**config.mk**
```make
export PLATFORM = sky130hd
export DESIGN_NAME = usf_config
export DESIGN_NICKNAME = d
export VERILOG_FILES = /design/src/shared/usf_pkg.sv /design/src/logic/usf_config.sv
export SDC_FILE = /design/constraint.sdc
export NUM_CORES = 1
export LEC_CHECK = 0
export BUFFER_PORTS_ARGS = -buffer_cell sky130_fd_sc_hd__buf_2
export CAP_MARGIN = 30
export CORE_MARGIN = 5
export CORE_UTILIZATION = 40
export CTS_CLUSTER_SIZE = 16
export DETAILED_ROUTE_END_ITERATION = 16
export GPL_TIMING_DRIVEN = 0
export PLACE_DENSITY_LB_ADDON = 0.25
export SYNTH_ARGS = -nofsm -noshare
export SYNTH_HDL_FRONTEND = slang
export SYNTH_SLANG_ARGS = --single-unit
```
**constraint.sdc**
```tcl
create_clock -name clk -period 3.03 [get_ports clk]
set_clock_uncertainty 0.15 [all_clocks]
set_input_delay 0.909 -clock clk [delete_from_list [all_inputs] [get_ports clk]]
set_output_delay 0.909 -clock clk [all_outputs]
set_load 0.1 [all_outputs]
```
**src/shared/usf_pkg.sv**
```systemverilog
// Package with register map, field layout, reset values and types of the serial frame and baud configuration block.
package usf_pkg;

  // Register indices; the byte address on the bus is four times the index.
  localparam logic [3:0] IDX_RX_CONTROL = 4'h6;
  localparam logic [3:0] IDX_FRAME_FORMAT = 4'h7;
  localparam logic [3:0] IDX_BAUD_LOW = 4'h8;
  localparam logic [3:0] IDX_BAUD_HIGH = 4'h9;
  localparam logic [3:0] IDX_AUTOBAUD_WINDOW = 4'ha;
  localparam logic [3:0] IDX_DEBUG_HALT = 4'hb;
  localparam logic [3:0] IDX_IR_EVENT = 4'hc;
  localparam logic [3:0] IDX_IR_TX_PULSE = 4'hd;

  // Field positions.
  localparam int POS_MULTIPROC = 0;
  localparam int POS_RX_MODE = 1;
  localparam int POS_COMM_MODE = 6;
  localparam int POS_PARITY = 4;
  localparam int POS_STOP_BITS = 3;
  localparam int POS_CHAR_WIDTH = 0;
  localparam int POS_SPI_ORDER = 2;
  localparam int POS_SPI_PHASE = 1;
  localparam int POS_AB_WINDOW = 6;
  localparam int POS_RUN_DEBUG = 0;
  localparam int POS_IR_EVENT_EN = 0;

  // Reset values.
  localparam logic [7:0] RST_FRAME_FORMAT = 8'h03;
  localparam logic [7:0] RST_SPI_FRAME = 8'h00;
  localparam logic [15:0] RST_BAUD = 16'h0000;
  localparam logic [7:0] RST_BYTE = 8'h00;

  // Auto-baud figures: samples per bit and nominal samples per bit pair.
  localparam int SAMPLES_PER_BIT = 16;
  localparam logic [7:0] NOMINAL_PAIR = 8'(2 * SAMPLES_PER_BIT);
  localparam logic [3:0] TOL_W0 = 4'h6;
  localparam logic [3:0] TOL_W1 = 4'h5;
  localparam logic [3:0] TOL_W2 = 4'h7;
  localparam logic [3:0] TOL_W3 = 4'h8;

  // Infrared transmit pulse codes.
  localparam logic [7:0] PULSE_THREE_SIXTEENTHS = 8'h00;
  localparam logic [7:0] PULSE_PASS_THROUGH = 8'hff;

  typedef enum logic [1:0] {
    CM_ASYNC = 2'b00,
    CM_SYNC = 2'b01,
    CM_INFRARED = 2'b10,
    CM_HOST_SPI = 2'b11
  } usf_comm_mode_t;

  typedef enum logic [1:0] {
    RM_NORMAL = 2'b00,
    RM_DOUBLE = 2'b01,
    RM_GENERIC_AUTO = 2'b10,
    RM_LIN_AUTO = 2'b11
  } usf_rx_mode_t;

  typedef enum logic [1:0] {
    IR_THREE_SIXTEENTHS = 2'b00,
    IR_FIXED = 2'b01,
    IR_PASS_THROUGH = 2'b10
  } usf_ir_coding_t;

  // Decoded configuration handed to the transmit and receive datapaths.
  typedef struct packed {
    usf_comm_mode_t comm_mode;
    logic multiproc_mode_enable;
    usf_rx_mode_t rx_mode;
    logic parity_enable;
    logic parity_odd;
    logic parity_reserved;
    logic [1:0] tx_stop_bits;
    logic [3:0] data_bits;
    logic nine_bit_low_first;
    logic nine_bit_high_first;
    logic char_reserved;
    logic spi_lsb_first;
    logic spi_sample_trailing;
    logic [15:0] baud_divisor;
    logic lin_constrained_autobaud;
    usf_ir_coding_t ir_coding;
    logic [7:0] tx_pulse_length;
  } usf_cfg_t;

endpackage

```
**src/logic/usf_config.sv**
```systemverilog
// Configuration registers and decoders of the serial frame and baud block.
`timescale 1ns/1ps
`default_nettype none
module usf_config
  import usf_pkg::*;
(
  // Clock and reset.
  input wire logic clk,
  input wire logic rst,
  // Avalon-MM slave.
  input wire logic [5:0] avs_address,
  input wire logic avs_read,
  input wire logic avs_write,
  input wire logic [31:0] avs_writedata,
  input wire logic [3:0] avs_byteenable,
  output logic [31:0] avs_readdata,
  output logic avs_waitrequest,
  // Debug and receive sources.
  input wire logic debug_halted,
  input wire logic rxd_in,
  input wire logic ir_event_in,
  // Auto-baud measurement.
  input wire logic [7:0] bitpair_count,
  input wire logic bitpair_valid,
  // Outputs to the datapaths.
  output usf_cfg_t cfg,
  output logic baud_load,
  output logic core_run,
  output logic rx_selected,
  output logic autobaud_ok,
  output logic autobaud_err
);

  // ----------------------------------------------------------------------
  // Register storage
  // ----------------------------------------------------------------------
  logic [1:0] comm_mode_q;
  logic multiproc_q;
  logic [1:0] rx_mode_q;
  logic [1:0] parity_q;
  logic stop_bit_count_q;
  logic [2:0] character_width_q;
  logic spi_bit_order_q;
  logic spi_clock_phase_q;
  logic [15:0] baud_q;
  logic [1:0] autobaud_tolerance_q;
  logic run_in_debug_q;
  logic infrared_event_input_enable_q;
  logic [7:0] tx_pulse_length_q;

  // ----------------------------------------------------------------------
  // Bus handshake
  // ----------------------------------------------------------------------
  logic [3:0] idx;
  logic req;
  logic wr_go;
  logic [7:0] wbyte;
  logic word_aligned;

  assign word_aligned = (avs_address[1:0] == 2'b00);
  assign idx = avs_address[5:2];
  assign req = (avs_read | avs_write) & avs_waitrequest;
  assign wr_go = avs_write & ~avs_waitrequest & avs_byteenable[0] & word_aligned;
  assign wbyte = avs_writedata[7:0];

  always_ff @(posedge clk) begin
    if (rst) begin
      avs_waitrequest <= 1'b1;
    end else if (req) begin
      avs_waitrequest <= 1'b0;
    end else begin
      avs_waitrequest <= 1'b1;
    end
  end

  // ----------------------------------------------------------------------
  // Register writes
  // ----------------------------------------------------------------------
  always_ff @(posedge clk) begin
    if (rst) begin
      multiproc_q <= RST_BYTE[POS_MULTIPROC];
      rx_mode_q <= RST_BYTE[POS_RX_MODE +: 2];
    end else if (wr_go && idx == IDX_RX_CONTROL) begin
      multiproc_q <= wbyte[POS_MULTIPROC];
      rx_mode_q <= wbyte[POS_RX_MODE +: 2];
    end
  end

  always_ff @(posedge clk) begin
    if (rst) begin
      comm_mode_q <= RST_FRAME_FORMAT[POS_COMM_MODE +: 2];
      parity_q <= RST_FRAME_FORMAT[POS_PARITY +: 2];
      stop_bit_count_q <= RST_FRAME_FORMAT[POS_STOP_BITS];
      character_width_q <= RST_FRAME_FORMAT[POS_CHAR_WIDTH +: 3];
      spi_bit_order_q <= RST_SPI_FRAME[POS_SPI_ORDER];
      spi_clock_phase_q <= RST_SPI_FRAME[POS_SPI_PHASE];
    end else if (wr_go && idx == IDX_FRAME_FORMAT) begin
      comm_mode_q <= wbyte[POS_COMM_MODE +: 2];
      if (wbyte[POS_COMM_MODE +: 2] == CM_HOST_SPI) begin
        spi_bit_order_q <= wbyte[POS_SPI_ORDER];
        spi_clock_phase_q <= wbyte[POS_SPI_PHASE];
      end else begin
        parity_q <= wbyte[POS_PARITY +: 2];
        stop_bit_count_q <= wbyte[POS_STOP_BITS];
        character_width_q <= wbyte[POS_CHAR_WIDTH +: 3];
      end
    end
  end

  always_ff @(posedge clk) begin
    if (rst) begin
      baud_q <= RST_BAUD;
    end else if (wr_go && idx == IDX_BAUD_LOW) begin
      baud_q[7:0] <= wbyte;
    end else if (wr_go && idx == IDX_BAUD_HIGH) begin
      baud_q[15:8] <= wbyte;
    end
  end

  always_ff @(posedge clk) begin
    if (rst) begin
      baud_load <= 1'b0;
    end else begin
      baud_load <= wr_go && (idx == IDX_BAUD_LOW || idx == IDX_BAUD_HIGH);
    end
  end

  always_ff @(posedge clk) begin
    if (rst) begin
      autobaud_tolerance_q <= RST_BYTE[POS_AB_WINDOW +: 2];
      run_in_debug_q <= RST_BYTE[POS_RUN_DEBUG];
      infrared_event_input_enable_q <= RST_BYTE[POS_IR_EVENT_EN];
      tx_pulse_length_q <= RST_BYTE;
    end else if (wr_go) begin
      case (idx)
        IDX_AUTOBAUD_WINDOW: begin
          autobaud_tolerance_q <= wbyte[POS_AB_WINDOW +: 2];
        end
        IDX_DEBUG_HALT: begin
          run_in_debug_q <= wbyte[POS_RUN_DEBUG];
        end
        IDX_IR_EVENT: begin
          infrared_event_input_enable_q <= wbyte[POS_IR_EVENT_EN];
        end
        IDX_IR_TX_PULSE: begin
          tx_pulse_length_q <= wbyte;
        end
        default: begin
        end
      endcase
    end
  end

  // ----------------------------------------------------------------------
  // Register reads
  // ----------------------------------------------------------------------
  logic [7:0] rd_byte;

  always_comb begin
    rd_byte = 8'h00;
    case (idx)
      IDX_RX_CONTROL: begin
        rd_byte[POS_MULTIPROC] = multiproc_q;
        rd_byte[POS_RX_MODE +: 2] = rx_mode_q;
      end
      IDX_FRAME_FORMAT: begin
        rd_byte[POS_COMM_MODE +: 2] = comm_mode_q;
        if (comm_mode_q == CM_HOST_SPI) begin
          rd_byte[POS_SPI_ORDER] = spi_bit_order_q;
          rd_byte[POS_SPI_PHASE] = spi_clock_phase_q;
        end else begin
          rd_byte[POS_PARITY +: 2] = parity_q;
          rd_byte[POS_STOP_BITS] = stop_bit_count_q;
          rd_byte[POS_CHAR_WIDTH +: 3] = character_width_q;
        end
      end
      IDX_BAUD_LOW: begin
        rd_byte = baud_q[7:0];
      end
      IDX_BAUD_HIGH: begin
        rd_byte = baud_q[15:8];
      end
      IDX_AUTOBAUD_WINDOW: begin
        rd_byte[POS_AB_WINDOW +: 2] = autobaud_tolerance_q;
      end
      IDX_DEBUG_HALT: begin
        rd_byte[POS_RUN_DEBUG] = run_in_debug_q;
      end
      IDX_IR_EVENT: begin
        rd_byte[POS_IR_EVENT_EN] = infrared_event_input_enable_q;
      end
      IDX_IR_TX_PULSE: begin
        rd_byte = tx_pulse_length_q;
      end
      default: begin
        rd_byte = 8'h00;
      end
    endcase
    if (!word_aligned) begin
      rd_byte = 8'h00;
    end
  end

  always_ff @(posedge clk) begin
    if (rst) begin
      avs_readdata <= 32'h0000_0000;
    end else if (avs_read && avs_waitrequest) begin
      avs_readdata <= {24'h00_0000, rd_byte};
    end
  end

  // ----------------------------------------------------------------------
  // Configuration decode
  // ----------------------------------------------------------------------
  usf_cfg_t cfg_d;

  always_comb begin
    cfg_d = '0;
    cfg_d.comm_mode = usf_comm_mode_t'(comm_mode_q);
    cfg_d.multiproc_mode_enable = multiproc_q;
    cfg_d.rx_mode = usf_rx_mode_t'(rx_mode_q);
    cfg_d.baud_divisor = baud_q;
    cfg_d.tx_pulse_length = tx_pulse_length_q;
    cfg_d.lin_constrained_autobaud = (rx_mode_q == RM_LIN_AUTO);
    if (comm_mode_q == CM_HOST_SPI) begin
      cfg_d.spi_lsb_first = spi_bit_order_q;
      cfg_d.spi_sample_trailing = spi_clock_phase_q;
      cfg_d.data_bits = 4'h8;
      cfg_d.tx_stop_bits = 2'd0;
    end else begin
      case (parity_q)
        2'b10: begin
          cfg_d.parity_enable = 1'b1;
        end
        2'b11: begin
          cfg_d.parity_enable = 1'b1;
          cfg_d.parity_odd = 1'b1;
        end
        2'b01: begin
          cfg_d.parity_reserved = 1'b1;
        end
        default: begin
          cfg_d.parity_enable = 1'b0;
        end
      endcase
      cfg_d.tx_stop_bits = stop_bit_count_q ? 2'd2 : 2'd1;
      case (character_width_q)
        3'h0: cfg_d.data_bits = 4'h5;
        3'h1: cfg_d.data_bits = 4'h6;
        3'h2: cfg_d.data_bits = 4'h7;
        3'h3: cfg_d.data_bits = 4'h8;
        3'h6: begin
          cfg_d.data_bits = 4'h9;
          cfg_d.nine_bit_low_first = 1'b1;
        end
        3'h7: begin
          cfg_d.data_bits = 4'h9;
          cfg_d.nine_bit_high_first = 1'b1;
        end
        default: begin
          cfg_d.data_bits = 4'h8;
          cfg_d.char_reserved = 1'b1;
        end
      endcase
    end
    if (tx_pulse_length_q == PULSE_THREE_SIXTEENTHS) begin
      cfg_d.ir_coding = IR_THREE_SIXTEENTHS;
    end else if (tx_pulse_length_q == PULSE_PASS_THROUGH) begin
      cfg_d.ir_coding = IR_PASS_THROUGH;
    end else begin
      cfg_d.ir_coding = IR_FIXED;
    end
  end

  always_ff @(posedge clk) begin
    if (rst) begin
      cfg <= '0;
    end else begin
      cfg <= cfg_d;
    end
  end

  // ----------------------------------------------------------------------
  // Debug halt and receive source
  // ----------------------------------------------------------------------
  logic run_d;

  assign run_d = run_in_debug_q | ~debug_halted;

  always_ff @(posedge clk) begin
    if (rst) begin
      core_run <= 1'b1;
    end else begin
      core_run <= run_d;
    end
  end

  always_ff @(posedge clk) begin
    if (rst) begin
      rx_selected <= 1'b1;
    end else if (infrared_event_input_enable_q) begin
      rx_selected <= run_d ? ir_event_in : 1'b1;
    end else begin
      rx_selected <= rxd_in;
    end
  end

  // ----------------------------------------------------------------------
  // Auto-baud window check
  // ----------------------------------------------------------------------
  logic [3:0] tol;
  logic [7:0] dev;
  logic in_window;

  always_comb begin
    case (autobaud_tolerance_q)
      2'b00: tol = TOL_W0;
      2'b01: tol = TOL_W1;
      2'b10: tol = TOL_W2;
      2'b11: tol = TOL_W3;
      default: tol = TOL_W0;
    endcase
  end

  assign dev = (bitpair_count >= NOMINAL_PAIR) ? 8'(bitpair_count - NOMINAL_PAIR)
                                               : 8'(NOMINAL_PAIR - bitpair_count);
  assign in_window = (dev <= {4'h0, tol});

  always_ff @(posedge clk) begin
    if (rst) begin
      autobaud_ok <= 1'b0;
      autobaud_err <= 1'b0;
    end else begin
      autobaud_ok <= bitpair_valid & run_d & (rx_mode_q == RM_LIN_AUTO) & in_window;
      autobaud_err <= bitpair_valid & run_d & (rx_mode_q == RM_LIN_AUTO) & ~in_window;
    end
  end

endmodule
`default_nettype wire

```
[Yosys cells after proc, flatten, opt, wreduce, memory -nomap -nowiden]
Cells that the tools add are included.
Operators by class
  bitwise operators: 16
  magnitude comparators: 2
  muxes and demuxes: 23
  $add $sub $neg: 2
  reductions and logical operators: 24
  equal/unequal tests: 23
Operator list (count)
  4-bit one-hot mux with 4 select lines: 2
  4-bit == test, second input constant: 6
  2-bit one-hot mux with 5 select lines: 2
  8-bit 2-to-1 mux: 2
  2-bit == test, second input constant: 7
  2-bit AND reduction: 7
  3-bit one-hot mux with 4 select lines: 1
  1-bit 2-to-1 mux: 10
  2-bit OR reduction: 5
  1-bit AND: 8
  4-bit by 3-bit == test with 1-bit output, second input constant: 2
  8-bit == test, second input constant: 1
  8-bit by 6-bit greater-or-equal comparator with 1-bit output, second input constant: 1
  8-bit by 4-bit <= comparator with 1-bit output: 1
  8-bit zero test: 1
  6-bit by 8-bit subtractor with 8-bit output, first input constant: 1
  8-bit by 6-bit subtractor with 8-bit output, second input constant: 1
  1-bit one-hot mux with 7 select lines: 1
  3-bit by 2-bit == test with 1-bit output, second input constant: 2
  3-bit == test, second input constant: 2
  1-bit logical AND: 6
  2-bit 2-to-1 mux: 3
  1-bit inverter: 6
  6-bit OR reduction: 1
  8 further kinds: 11
Storage, ports and cells
  output and inout port bits: 84
  logic and storage cells: 129
  bits of input ports: 58
  register bits after elaboration: 101

[Logic depth before layout (Yosys ltp)]
  word-level depth: 7
  mapped depth: 9
  mapped depth without buffers: 9

[Least setup slack after synthesis]
OpenSTA, ideal clock, no wires.
  kind: input to register
  from: input port bitpair_count[0]
  to: register autobaud_err
  data required time: 2760 ps
  arrival time: 2212 ps
  setup slack: 548 ps
  path buffers: 0
  library setup time: 120 ps
  stages: 9
  path through: inv_1 ha_1 nand2_1 o21ai_0 ha_1 nor2b_1 o211ai_1 a21oi_1 o31a_1
Between the ends
  cells in the longest elaborated chain, start to end: 5
  elaborated cells on any way between the ends: 7
  those cells by class: 2 x add/sub; 2 x order compare; 1 x mux; 2 x bitwise
Ends and longest elaborated chain
  start: declaration: line usf_config.sv:23  | input wire logic [7:0] bitpair_count,
  6-bit by 8-bit subtractor with 8-bit output, or another cell as far along: line usf_config.sv:326  | : 8'(NOMINAL_PAIR - bitpair_count);
  8-bit 2-to-1 mux (*): line usf_config.sv:325  | assign dev = (bitpair_count >= NOMINAL_PAIR) ? 8'(bitpair_count - NOMINAL_PAIR)
  8-bit by 4-bit <= comparator with 1-bit output (*): line usf_config.sv:327  | assign in_window = (dev <= {4'h0, tol});
  1-bit inverter (*): line usf_config.sv:335  | autobaud_err <= bitpair_valid & run_d & (rx_mode_q == RM_LIN_AUTO) & ~in_window;
  1-bit AND (*): line usf_config.sv:335
  end signal: assignment: line usf_config.sv:335
  end: declaration: line usf_config.sv:31  | output logic autobaud_err
Every way passes the cells marked *; elsewhere a longest branch is shown, timed or not.
A chain may end at the register's enable or synchronous reset.

[Worst setup path after layout]
  from: input port bitpair_count[6]
  to: register autobaud_err
The elaborated chain is that of the path after synthesis.

==> results.json <==
{
  "status": "finished clean",
  "area_growth_pct": 21.1,
  "core_area_um2": 10300,
  "setup_viol": 0,
  "endpoint_kind": "flip-flop",
  "antenna_cells": 0,
  "crit_path_start_kind": "primary input",
  "ys.flop_type": "dfxtp_1",
  "cts_resized": 0,
  "synth.distinct_cells": 54,
  "die_w_um": 113,
  "drv_cap": 0,
  "max-slew-margin-rel_pct": 32.6,
  "cellLeakagePower_nw": 2.47,
  "syn-instance-count": 444,
  "grt_pass1_wl_um": 17900,
  "num_rows": 37,
  "layout.nets": 635,
  "ff2ff_path_depth": 8,
  "setup_tns_ns": 0,
  "clk_pin_slew_ns": 0.10,
  "fillers": 1018,
  "rsz0062_at_grt": "false",
  "cts_htree_levels": 3,
  "worstPathMaxFanout": 4,
  "tightest_slew_ns": 1.01,
  "cts.sinks": 101,
  "cts_setup_buffers": 0,
  "io_buffers": 89,
  "grt.total_usage_pct": 17.8,
  "grt_overflow": 0,
  "die_height_um": 113,
  "synthArstFlopShare_pct": 0,
  "gp_congestion": 0.830,
  "clockBufferDepth": 2,
  "drtAntennaViolNets": 0,
  "worst_ep_arrival_time_ns": 2.51,
  "hold_start": "avs_readdata[2]",
  "drc": 0,
  "slew_viol_final": 0,
  "reg2reg_from": "autobaud_tolerance_q[0]",
  "regToRegSetupSlack_ns": 1.08,
  "reg2reg_to": "autobaud_err",
  "fmax_mhz": 417,
  "hold_buffers": 0,
  "vias_per_cell": 5.00,
  "ys_seq_area_share_pct": 47.8,
  "layout_commonest_cell": "dfxtp_1",
  "initial_core_util_pct": 41.0,
  "hold_violations": 0,
  "firstDrtPassIters": 7,
  "wirelength_um": 11400,
  "hold_path_depth": 1,
  "drt_iter0_drc": 181,
  "synth_edf_count": 0,
  "power_w": 0.00249,
  "vdd_drop_max_uv": 293,
  "hpwlAfterDp_um": 8590,
  "fin_crit_sh_pct": 79.2,
  "crit_type": "in -> reg",
  "min_path_type": "reg -> reg",
  "grt_pass1_vias": 3495,
  "min_to": "avs_readdata[2]",
  "tritoncts": "yes",
  "cts-root-buf": "clkbuf_8",
  "p_per_area_nw_per_um2": 487,
  "final_core_util_pct": 49.6,
  "vias": 3540,
  "antenna_found_initial": 0,
  "io_pins": 142,
  "final_cell_mix": "101 x dfxtp_1, 95 x buf_2, 40 x nor2_1, 34 x nor2b_1, 29 x o21ai_0",
  "final_cell_area_um2": 5120,
  "period_minus_slack_ns": 2.40,
  "numCtsBuffers": 9,
  "synth-seq-cells": 101,
  "dpl_cell_area_um2": 4930,
  "clk_latency_ns": 0.37,
  "die_area_um2": 12700,
  "drive_gt1_share_pct": 26.2,
  "avgSynthCellArea_um2": 9.52,
  "grt_max_degree": 19,
  "wire_per_inst_um": 16.1,
  "worstPathRequired_ns": 3.14,
  "synth_warnings": 0,
  "syn-cell-area_um2": 4230
}
cells in the mapped netlist (all sizes together), types with 4 or more instances:
| cell type | count | area [µm²] |
|---|---|---|
| inv | 9 | 33.8 |
| nand2b | 9 | 56.3 |
| nand4 | 6 | 43.8 |
| a21oi | 9 | 45.0 |
| and2 | 8 | 50.1 |
| a21o | 5 | 37.5 |
| nand2 | 26 | 97.6 |
| nor3b | 7 | 52.6 |
| nand3b | 8 | 60.1 |
| buf | 31 | 218 |
| nor2b | 34 | 213 |
| nor2 | 40 | 150 |
| nor4b | 4 | 56.3 |
| nand3 | 8 | 57.6 |
| ha | 10 | 125 |
| a221oi | 4 | 35.0 |
| mux2i | 26 | 260 |
| dfxtp | 101 | 2020 |
| o21ai | 30 | 150 |
| clkbuf | 17 | 66.3 |
| and3 | 9 | 56.3 |
| nor3 | 5 | 25.0 |
power breakdown:
part / switching [W] / internal (W) / leakage [nW]
Clock: 0.000494 / 0.000336 / 0.0954
Combinational: 0.000258 / 0.0000716 / 1.56
Sequential: 0.00000221 / 0.00133 / 0.815
Total: 0.000754 / 0.00174 / 2.47
through the flow:
step                hold WS, ns  setup WS [ns]  instances
floorplan                 0.271          0.548        467
global placement          0.280          0.311        692
detailed placement        0.286          0.243        692
CTS                       0.309          0.633        708
global route              0.335          0.527        708
finish                    0.306          0.629        708
state kept, by name, indices dropped and copies added, names as in the netlist:
register / count
character_width_q: 3
parity_q: 2
tx_pulse_length_q: 8
infrared_event_input_enable_q: 1
run_in_debug_q: 1
autobaud_ok: 1
baud_q: 16
comm_mode_q: 2
autobaud_err: 1
stop_bit_count_q: 1
autobaud_tolerance_q: 2
baud_load: 1
avs_waitrequest: 1
rx_mode_q: 2
core_run: 1
avs_readdata: 8
spi_clock_phase_q: 1
rx_selected: 1
spi_bit_order_q: 1
cfg: 46
multiproc_q: 1
worst max-delay path by stage:
stage | startpoint | endpoint | slack, ns | depth (start not counted)
floorplan | bitpair_count[0] | autobaud_err | 0.55 | 9
global placement | bitpair_count[6] | autobaud_err | 0.31 | 8
detailed placement | bitpair_count[6] | autobaud_err | 0.24 | 8
CTS | bitpair_count[6] | autobaud_err | 0.63 | 8
global route | bitpair_count[6] | autobaud_err | 0.53 | 8
finish | bitpair_count[6] | autobaud_err | 0.63 | 8
kinds of logic (layout without fill, tap and decap cells):
family,Yosys count,in the layout,synth area share (%)
compound gates,65,65,9.73
simple gates,179,179,24.7
buf+inv,57,162,7.51
mux,26,26,6.15
other cells,1,24,0.0887
flops,101,101,47.8
fa+ha+maj,10,10,2.96
xor+xnor,5,5,1.04
area by class of cell:
type                       count  area, µm²  share of cell area [%]
timing repair buffer          89        445                    8.70
tap                          136        170                    3.32
buffer                        48        284                    5.54
clock buffer                  10        138                    2.69
multi-input combinational    309       1980                    38.6
sequential                   101       2020                    39.5
inverter                       9       33.8                   0.660
clock inverter                 6       53.8                    1.05
metal layers:
layer  routed length [µm]  share of wire [%]  GRT usage, %
met1                 5220                 46          23.9
met2                 5020                 44          27.8
met3                  836                7.3          3.90
met4                  298                2.6          6.97
met5                    0                  0             0
worst max-delay path, stage by stage:
cell	delay, ns
buf_2	0.11
nor3_1	0.36
o21ai_0	0.16
ha_1	0.32
nor2b_1	0.13
o211ai_1	0.16
a21oi_1	0.12
o31a_1	0.24
Note: power is estimated with default switching activity, not from simulation.
